### config.mk
export PLATFORM = sky130hd
export DESIGN_NAME = pal_bridge
export DESIGN_NICKNAME = d
export VERILOG_FILES = /design/src/pal_pkg.sv /design/src/pal_bridge.sv /design/src/pal_tick_div.sv
export SDC_FILE = /design/constraint.sdc
export NUM_CORES = 1
export LEC_CHECK = 0
export BUFFER_PORTS_ARGS = -buffer_cell sky130_fd_sc_hd__buf_2
export CAP_MARGIN = 25
export CORE_ASPECT_RATIO = 1.2
export CORE_UTILIZATION = 50
export CTS_CLUSTER_SIZE = 16
export DETAILED_ROUTE_END_ITERATION = 7
export HOLD_SLACK_MARGIN = 0.02
export PLACE_DENSITY = 0.84
export SLEW_MARGIN = 20
export SYNTH_ARGS = -nofsm -noshare
export SYNTH_HDL_FRONTEND = slang
export SYNTH_SLANG_ARGS = --single-unit
### constraint.sdc
create_clock -name clk_i -period 7.9 [get_ports clk_i]
set_input_delay 0.79 -clock clk_i [delete_from_list [all_inputs] [get_ports clk_i]]
set_output_delay 0.79 -clock clk_i [all_outputs]
set_load 0.1 [all_outputs]
### src/pal_pkg.sv
// Constants and types for the peripheral access latency bridge
package pal_pkg;

  // Reference clock of an address range
  typedef enum logic [1:0] {
    REF_CORE,
    REF_FAST,
    REF_SLOW
  } pal_ref_t;

  // Bridge sequencing states
  typedef enum logic [1:0] {
    ST_IDLE,
    ST_SYNC,
    ST_COUNT
  } pal_state_t;

  localparam int unsigned CNT_W  = 4;
  localparam int unsigned DIV_W  = 4;

  // Access size codes
  localparam logic [1:0] SIZE_BYTE = 2'h0;
  localparam logic [1:0] SIZE_HALF = 2'h1;
  localparam logic [1:0] SIZE_WORD = 2'h2;

  // Cycle counts in each range's reference clock
  localparam logic [CNT_W-1:0] LAT_THREE   = 4'h3;
  localparam logic [CNT_W-1:0] LAT_TWO     = 4'h2;
  localparam logic [CNT_W-1:0] LAT_FIVE    = 4'h5;
  localparam logic [CNT_W-1:0] LAT_FIFO_EX = 4'h2;
  localparam logic [CNT_W-1:0] LAT_DEFAULT = 4'h3;

  // Core clock ranges
  localparam logic [31:0] CORE_A_LO  = 32'h4000_0000;
  localparam logic [31:0] CORE_A_HI  = 32'h4000_6FFF;
  localparam logic [31:0] FLASH_LO   = 32'h4001_A000;
  localparam logic [31:0] FLASH_HI   = 32'h4001_CFFF;
  localparam logic [31:0] TRACE_LO   = 32'h4001_9000;
  localparam logic [31:0] TRACE_HI   = 32'h4001_9FFF;
  localparam logic [31:0] SYS_LO     = 32'h4001_E000;
  localparam logic [31:0] SYS_HI     = 32'h4001_EFFF;
  localparam logic [31:0] SYS_SLOW_LO = 32'h4001_E400;
  localparam logic [31:0] SYS_SLOW_HI = 32'h4001_E4FF;
  localparam logic [31:0] SYS_EXC_0  = 32'h4001_E413;
  localparam logic [31:0] SYS_EXC_1  = 32'h4001_E421;
  localparam logic [31:0] SYS_EXC_2  = 32'h4001_E4E1;

  // Slow peripheral clock ranges
  localparam logic [31:0] GPIO_LO    = 32'h4004_0000;
  localparam logic [31:0] GPIO_HI    = 32'h4004_10FF;
  localparam logic [31:0] SER_LO     = 32'h4004_1240;
  localparam logic [31:0] SER_HI     = 32'h4004_133F;
  localparam logic [31:0] POE_LO     = 32'h4004_2000;
  localparam logic [31:0] POE_HI     = 32'h4004_21FF;
  localparam logic [31:0] RTC_LO     = 32'h4004_4000;
  localparam logic [31:0] RTC_HI     = 32'h4004_70FF;
  localparam logic [31:0] TMR_LO     = 32'h4005_2000;
  localparam logic [31:0] TMR_HI     = 32'h4005_207F;
  localparam logic [31:0] IIC_LO     = 32'h4005_3000;
  localparam logic [31:0] IIC_HI     = 32'h4005_31FF;
  localparam logic [31:0] DOC_LO     = 32'h4005_4100;
  localparam logic [31:0] DOC_HI     = 32'h4005_41FF;

  // Fast peripheral clock range
  localparam logic [31:0] FSER_LO    = 32'h4007_0000;
  localparam logic [31:0] FSER_HI    = 32'h4007_003F;

endpackage

### src/pal_bridge.sv
// Address-decoded access latency bridge between CPU and peripheral registers
//
// Contract
// RQ1: CPU never touches reserved addresses; such accesses get a default latency.
// RQ2: Latency counted in cycles of the range's own reference clock.
// RQ3: Latency sums bus, clock synchronisation and module wait cycles.
// RQ4: Equal clock rates give a constant synchronisation portion.
// RQ5: Faster core clock adds one peripheral clock cycle of synchronisation.
// RQ6: Same ratio handling for both peripheral clocks.
// RQ7: Other bus masters contending may lengthen accesses.
// RQ8: 4000_0000h to 4000_6FFFh take three core cycles.
// RQ9: Flash and debug 4001_A000h to 4001_CFFFh take three core cycles.
// RQ10: System control outside E400h-E4FFh takes three core cycles.
// RQ11: System control E400h-E4FFh takes five, except three single bytes three.
// RQ12: Ports and event link take three slow cycles, two to three if faster.
// RQ13: RTC, watchdogs, monitor, module stop: three slow cycles, else two-three.
// RQ14: Fractional bounds round minimum down, maximum to nearest.
// RQ15: Sixteen-bit serial FIFO registers take two extra cycles.
// RQ16: System control counts are minimums; clock changes may add cycles.
// RQ17: Decode address, load count, hold completion until count elapses.
`timescale 1ns/1ps
module pal_bridge
  import pal_pkg::*;
(
  // Clock and reset
  input  wire logic             clk_i,
  input  wire logic             sys_rst_i,
  // Peripheral clock divide settings
  input  wire logic [DIV_W-1:0] fast_div_i,
  input  wire logic [DIV_W-1:0] slow_div_i,
  // Stall sources
  input  wire logic             master_busy_i,
  input  wire logic             clk_change_i,
  // CPU request
  input  wire logic             req_i,
  input  wire logic             we_i,
  input  wire logic [1:0]       size_i,
  input  wire logic [31:0]      addr_i,
  input  wire logic [31:0]      wdata_i,
  // CPU response
  output logic                  busy_o,
  output logic                  ack_o,
  output logic [31:0]           rdata_o,
  // Peripheral side
  output logic                  per_sel_o,
  output logic                  per_we_o,
  output logic [1:0]            per_size_o,
  output logic [31:0]           per_addr_o,
  output logic [31:0]           per_wdata_o,
  output logic [1:0]            per_ref_o,
  input  wire logic [31:0]      per_rdata_i
);

  //////////////////////////////////////////////////////////////////////////////
  // Peripheral clock enables

  logic fast_tick;
  logic slow_tick;

  // Free-running dividers, so the first tick after a take may land anywhere
  // RQ6: twin dividers alike
  pal_tick_div u_fast_div (
    .clk_i     (clk_i),
    .sys_rst_i (sys_rst_i),
    .div_i     (fast_div_i),
    .tick_o    (fast_tick)
  );

  pal_tick_div u_slow_div (
    .clk_i     (clk_i),
    .sys_rst_i (sys_rst_i),
    .div_i     (slow_div_i),
    .tick_o    (slow_tick)
  );

  //////////////////////////////////////////////////////////////////////////////
  // Address decode

  logic [CNT_W-1:0] dec_lat;
  pal_ref_t         dec_ref;
  logic             sys_byte_exc;

  function automatic logic in_rng(input logic [31:0] a, input logic [31:0] lo, input logic [31:0] hi);
    in_rng = (a >= lo) && (a <= hi);
  endfunction

  // Single bytes inside the slow span that answer at the short count
  assign sys_byte_exc = (addr_i == SYS_EXC_0) || (addr_i == SYS_EXC_1) ||
                        (addr_i == SYS_EXC_2);

  // RQ17: range table lookup
  always_comb begin
    // Reserved space is never addressed; fall back to a core count
    dec_lat = LAT_DEFAULT;
    dec_ref = REF_CORE;
    // RQ8: core register block
    if (in_rng(addr_i, CORE_A_LO, CORE_A_HI)) begin
      dec_lat = LAT_THREE;
    // RQ9: flash and debug
    end else if (in_rng(addr_i, FLASH_LO, FLASH_HI)) begin
      dec_lat = LAT_THREE;
    // Trace buffer answers one cycle sooner
    end else if (in_rng(addr_i, TRACE_LO, TRACE_HI)) begin
      dec_lat = LAT_TWO;
    end else if (in_rng(addr_i, SYS_LO, SYS_HI)) begin
      // RQ10: system control default span
      dec_lat = LAT_THREE;
      // RQ11: slow span with byte exceptions
      if (in_rng(addr_i, SYS_SLOW_LO, SYS_SLOW_HI) && !sys_byte_exc) begin
        dec_lat = LAT_FIVE;
      end
    // RQ12: ports and event link
    end else if (in_rng(addr_i, GPIO_LO, GPIO_HI)) begin
      dec_lat = LAT_THREE;
      dec_ref = REF_SLOW;
    end else if (in_rng(addr_i, SER_LO, SER_HI)) begin
      // RQ15: halfword FIFO access costs more
      dec_lat = (size_i == SIZE_HALF) ? (LAT_THREE + LAT_FIFO_EX) : LAT_THREE;
      dec_ref = REF_SLOW;
    // Port output enables
    end else if (in_rng(addr_i, POE_LO, POE_HI)) begin
      dec_lat = LAT_THREE;
      dec_ref = REF_SLOW;
    // RQ13: timers, watchdogs, module stop
    end else if (in_rng(addr_i, RTC_LO, RTC_HI)) begin
      dec_lat = LAT_THREE;
      dec_ref = REF_SLOW;
    end else if (in_rng(addr_i, TMR_LO, TMR_HI)) begin
      dec_lat = LAT_THREE;
      dec_ref = REF_SLOW;
    end else if (in_rng(addr_i, IIC_LO, IIC_HI)) begin
      dec_lat = LAT_THREE;
      dec_ref = REF_SLOW;
    end else if (in_rng(addr_i, DOC_LO, DOC_HI)) begin
      dec_lat = LAT_THREE;
      dec_ref = REF_SLOW;
    // Fast peripheral serial range
    end else if (in_rng(addr_i, FSER_LO, FSER_HI)) begin
      dec_lat = LAT_THREE;
      dec_ref = REF_FAST;
    end
  end

  //////////////////////////////////////////////////////////////////////////////
  // Sequencer

  // Sequencer state and the taken request
  pal_state_t       state_q;
  pal_state_t       state_d;
  logic [CNT_W-1:0] cnt_q;
  logic [CNT_W-1:0] cnt_d;
  pal_ref_t         ref_q;
  pal_ref_t         ref_d;
  logic             we_q;
  logic             we_d;
  logic [1:0]       size_q;
  logic [1:0]       size_d;
  logic [31:0]      addr_q;
  logic [31:0]      addr_d;
  logic [31:0]      wdata_q;
  logic [31:0]      wdata_d;
  logic             ack_q;
  logic             ack_d;
  logic [31:0]      rdata_q;
  logic [31:0]      rdata_d;

  logic             tick;
  logic             slower;
  logic             stall;
  logic             dec_slower;

  // RQ2: pick the reference clock enable
  always_comb begin
    case (ref_q)
      REF_FAST: begin
        tick   = fast_tick;
        slower = (fast_div_i != '0);
      end
      REF_SLOW: begin
        tick   = slow_tick;
        slower = (slow_div_i != '0);
      end
      // Core ranges count every cycle
      default: begin
        tick   = 1'b1;
        slower = 1'b0;
      end
    endcase
  end

  // Ratio of the range being requested, looked at before the take
  always_comb begin
    case (dec_ref)
      REF_FAST: dec_slower = (fast_div_i != '0);
      REF_SLOW: dec_slower = (slow_div_i != '0);
      default:  dec_slower = 1'b0;
    endcase
  end

  // Level inputs on the core clock, so no synchroniser
  // RQ7: contention freezes the count
  // RQ16: clock source change adds cycles
  assign stall = master_busy_i || clk_change_i;

  always_comb begin
    state_d = state_q;
    cnt_d   = cnt_q;
    ref_d   = ref_q;
    we_d    = we_q;
    size_d  = size_q;
    addr_d  = addr_q;
    wdata_d = wdata_q;
    ack_d   = 1'b0;
    rdata_d = rdata_q;
    case (state_q)
      ST_IDLE: begin
        if (req_i) begin
          ref_d   = dec_ref;
          we_d    = we_i;
          size_d  = size_i;
          addr_d  = addr_i;
          wdata_d = wdata_i;
          // RQ5: extra sync phase when core runs faster
          if (dec_slower) begin
            state_d = ST_SYNC;
            cnt_d   = dec_lat - 4'h2;
          end else begin
            // RQ4: fixed count at equal rates
            state_d = ST_COUNT;
            cnt_d   = dec_lat - 4'h1;
          end
        end
      end
      ST_SYNC: begin
        // A stall also holds the access in sync
        // RQ14: partial period yields a span of whole cycles
        if (tick && !stall) begin
          state_d = ST_COUNT;
        end
      end
      ST_COUNT: begin
        // RQ3: count bus, sync and wait cycles
        if (tick && !stall) begin
          if (cnt_q == '0) begin
            state_d = ST_IDLE;
            ack_d   = 1'b1;
            // Writes keep the last read data
            rdata_d = we_q ? rdata_q : per_rdata_i;
          end else begin
            cnt_d = cnt_q - 1'b1;
          end
        end
      end
      default: begin
        state_d = ST_IDLE;
      end
    endcase
    // Ratio may change mid access; re-enter sync only from idle
    if (state_q == ST_SYNC && !slower) begin
      state_d = ST_COUNT;
    end
  end

  always_ff @(posedge clk_i) begin
    if (sys_rst_i) begin
      state_q <= ST_IDLE;
      cnt_q   <= '0;
      ref_q   <= REF_CORE;
      we_q    <= 1'b0;
      size_q  <= SIZE_WORD;
      addr_q  <= '0;
      wdata_q <= '0;
      ack_q   <= 1'b0;
      rdata_q <= '0;
    end else begin
      state_q <= state_d;
      cnt_q   <= cnt_d;
      ref_q   <= ref_d;
      we_q    <= we_d;
      size_q  <= size_d;
      addr_q  <= addr_d;
      wdata_q <= wdata_d;
      ack_q   <= ack_d;
      rdata_q <= rdata_d;
    end
  end

  //////////////////////////////////////////////////////////////////////////////
  // Outputs

  // RQ17: completion held off until count ends
  assign ack_o       = ack_q;
  assign busy_o      = (state_q != ST_IDLE);
  assign rdata_o     = rdata_q;
  // Peripheral side holds the taken request until the next take; select is raised only while busy
  assign per_sel_o   = (state_q != ST_IDLE);
  assign per_we_o    = we_q;
  assign per_size_o  = size_q;
  assign per_addr_o  = addr_q;
  assign per_wdata_o = wdata_q;
  assign per_ref_o   = ref_q;

endmodule

### src/pal_tick_div.sv
// Divider producing a one-cycle peripheral clock enable
`timescale 1ns/1ps
module pal_tick_div
  import pal_pkg::*;
(
  // Clock and reset
  input  wire logic             clk_i,
  input  wire logic             sys_rst_i,
  // Divide setting, zero means equal to core clock
  input  wire logic [DIV_W-1:0] div_i,
  // Enable pulse
  output logic                  tick_o
);

  logic [DIV_W-1:0] cnt_q;
  logic [DIV_W-1:0] cnt_d;

  always_comb begin
    if (cnt_q == '0) begin
      cnt_d = div_i;
    end else begin
      cnt_d = cnt_q - 1'b1;
    end
  end

  always_ff @(posedge clk_i) begin
    if (sys_rst_i) begin
      cnt_q <= '0;
    end else begin
      cnt_q <= cnt_d;
    end
  end

  assign tick_o = (cnt_q == '0);

endmodule

==> results.toml <==
[layout]
fillerInstances = 754
drive_gt1_share_pct = 31.8
area_growth_pct = 35.5
instances_no_fill = 967
mostFrequentLayoutCells = "nand2_1 (214), buf_2 (214), dfxtp_1 (116)"
diodes = 0
layout.nets = 951

[timing]
worst_hold_slack_ns = 0.447
period_share_pct = 41.7
rsz0062_at_grt = "false"
slew_headroom_pct = 38.0
tns_ns = 0
skew_ns = 0.00807
tightest_slew_ns = 0.929
drv_slew = 0
finalSetupViolCount = 0
max_freq_mhz = 304
fin_crit_ns = 3.29
finalHoldViolations = 0
setup_slack_ns = 4.61

[worst_setup_path]
cp_max_fo = 6
worstPathArrival_ns = 3.59
crit_path_end_kind = "register"
timing.rr.end = "rdata_o[25]"
cp-start-kind = "primary input"
reg2reg_setup_slack_ns = 5.18
cp.required_ns = 8.20
r2r_cells = 8
worstSetupStartpoint = "addr_i[10]"
timing.rr.start = "per_ref_o[1]"
crit_type = "primary input to register"

[logic_synthesis]
synth_edf_count = 0
synth_warnings = 0
ys_ff_latch = 116
yosysSeqAreaShare_pct = 47.5
synthFlopType = "dfxtp_1"
synth.avg_cell_area_sq_um = 7.71
netlist.area_leader.share_pct = 47.5
synth_area_leaders = "dfxtp_1 (47%), nand2_1 (17%), a21oi_1 (11%)"
synth_top_area_cell = "dfxtp_1"
async_flop_share_pct = 0
syn_area_sq_um = 4890
ys_types = 55
netlist_instances = 634
syn_nets = 754

[pwr]
power_mw = 1.89
p_leak_nw = 2.99
clock_power_share_pct = 42.7
seqPwrFrac_pct = 35.1
switching_share_pct = 32.5
pwr-share-comb_pct = 22.2
p_int_mw = 1.28
power_density_nw_per_um2 = 286
ir_drop_uv = 170
p_switching_mw = 0.616

[min_path]
holdPathStages = 2
hold_path.class = "register to register"
hold_path_end = "rdata_o[22]"
holdCritStartpoint = "rdata_o[22]"

[cts]
post_cts_resized = 0
cts_buffers = 17
clk_latency_ns = 0.40
cts.clk_slew.worst_paths_ns = 0.06
clock-sinks = 116
cts_tree = "yes"
htreeDepth = 4
cts-root-buf = "clkbuf_16"
postCtsSetupBuffers = 0
cts_hold_buffers = 0
cts_buffer_depth = 2

[detailed_routing]
wl_microns = 14000
drc = 0
wire_per_inst_microns = 14.4
via_per_inst = 5.29
final_antenna_net_count = 0
drt_iter0_drc = 279
via_count = 5115
wl_met1_microns = 5590
wl_met2_microns = 6940
top_layer_used = "met4"
dr.pass1.iters = 5
met3_length_microns = 1100

[die]
io_pins = 216
core_sq_um = 9520
start_util_pct = 51.4
die_area_sq_um = 10200
dieHeight_microns = 110
rows = 39
die_x_microns = 92.3

[grt]
grt.overflow.total = 0
grt_pass1_wl_microns = 21000
grtUsageTotal_pct = 26.6
grt_pass1_vias = 4611
antenna_found_initial = 0
grt_max_degree = 93

[placed_design]
place_hpwl_microns = 9750
dp_cells = 935
portBuffers = 215
place_ws_ns = 4.24
place_congestion = 0.885

[status]
status = "finished, final reports clean"

[run]
maxCapViolCount = 0
stage by stage:
stage	util, %	area [sq um]
after floorplan	-	4890
after global placement	62.9	5990
after detailed placement	63.0	5990
after CTS	69.6	6630
after global routing	69.6	6630
final	69.6	6630
synth_stat cells (all sizes together), types with 3 or more instances:
cell    instances
dfxtp         116
nand3           4
nor4b           3
inv            13
or4             4
a211oi          9
buf            13
a21oi         111
o21ai           6
and3            3
clkbuf         28
nand4           4
nor3           20
nor4            7
nand2         215
nor2b           5
ha              8
nor2           24
nand2b          5
a21o            3
xor2            4
layout make-up:
class	instances	area, sq um	share of cell area [%]
Multi-Input combinational cell	464	2360	35.6
Sequential cell	116	2320	35.0
Timing Repair Buffer	219	1110	16.7
Clock buffer	20	457	6.89
Clock inverter	12	179	2.70
Tap cell	123	154	2.32
Inverter	13	48.8	0.736
cells by family after synthesis:
| group | share of synthesized area [%] |
|---|---|
| AND/OR/NAND/NOR | 29.2 |
| AO/OA/AOI/OAI | 15.8 |
| flip-flops | 47.5 |
| buffers and inverters | 4.53 |
| adder cells (fa/ha/maj) | 2.05 |
| XOR/XNOR | 0.716 |
| multiplexers | 0.205 |
worst max path at each step:
| stage | to |
|---|---|
| detailed placement | cnt_q[0] |
| floorplan | cnt_q[0] |
| finish | cnt_q[0] |
| global route | cnt_q[0] |
| CTS | cnt_q[0] |
| global placement | cnt_q[0] |
critical path, cell delays in order:
cell and delay [ns]:
buf_2 0.13, or4_4 0.57, o311ai_0 0.37, a211oi_1 0.17, nor4b_4 0.29, inv_1 0.08, ha_1 0.21, a22oi_1 0.16
or2_2 0.20, xor2_1 0.20, a21oi_1 0.10, nor4_1 0.30
state kept, by name (all words and copies together) (netlist names):
register / count
cnt_q: 4
per_wdata_o: 32
state_q: 2
per_addr_o: 32
u_slow_div.cnt_q: 4
ack_o: 1
per_we_o: 1
u_fast_div.cnt_q: 4
rdata_o: 32
per_ref_o: 2
per_size_o: 2
power by group through the flow:
stage	clock network [mW]	registers, mW	logic, mW
3_3_place_gp	0	0.672	0.405
2_1_floorplan	0	0.846	0.148
5_1_grt	0.850	0.670	0.445
4_1_cts	0.817	0.664	0.420
6_report	0.808	0.665	0.421
3_5_place_dp	0	0.675	0.416
routing by layer:
layer	vias to the layer above	GRT usage, %
met5	-	0
met4	0	12.2
met3	25	8.78
met2	232	46.4
met1	2336	29.6
li1	2522	-
(Power assumes the default switching activity.)
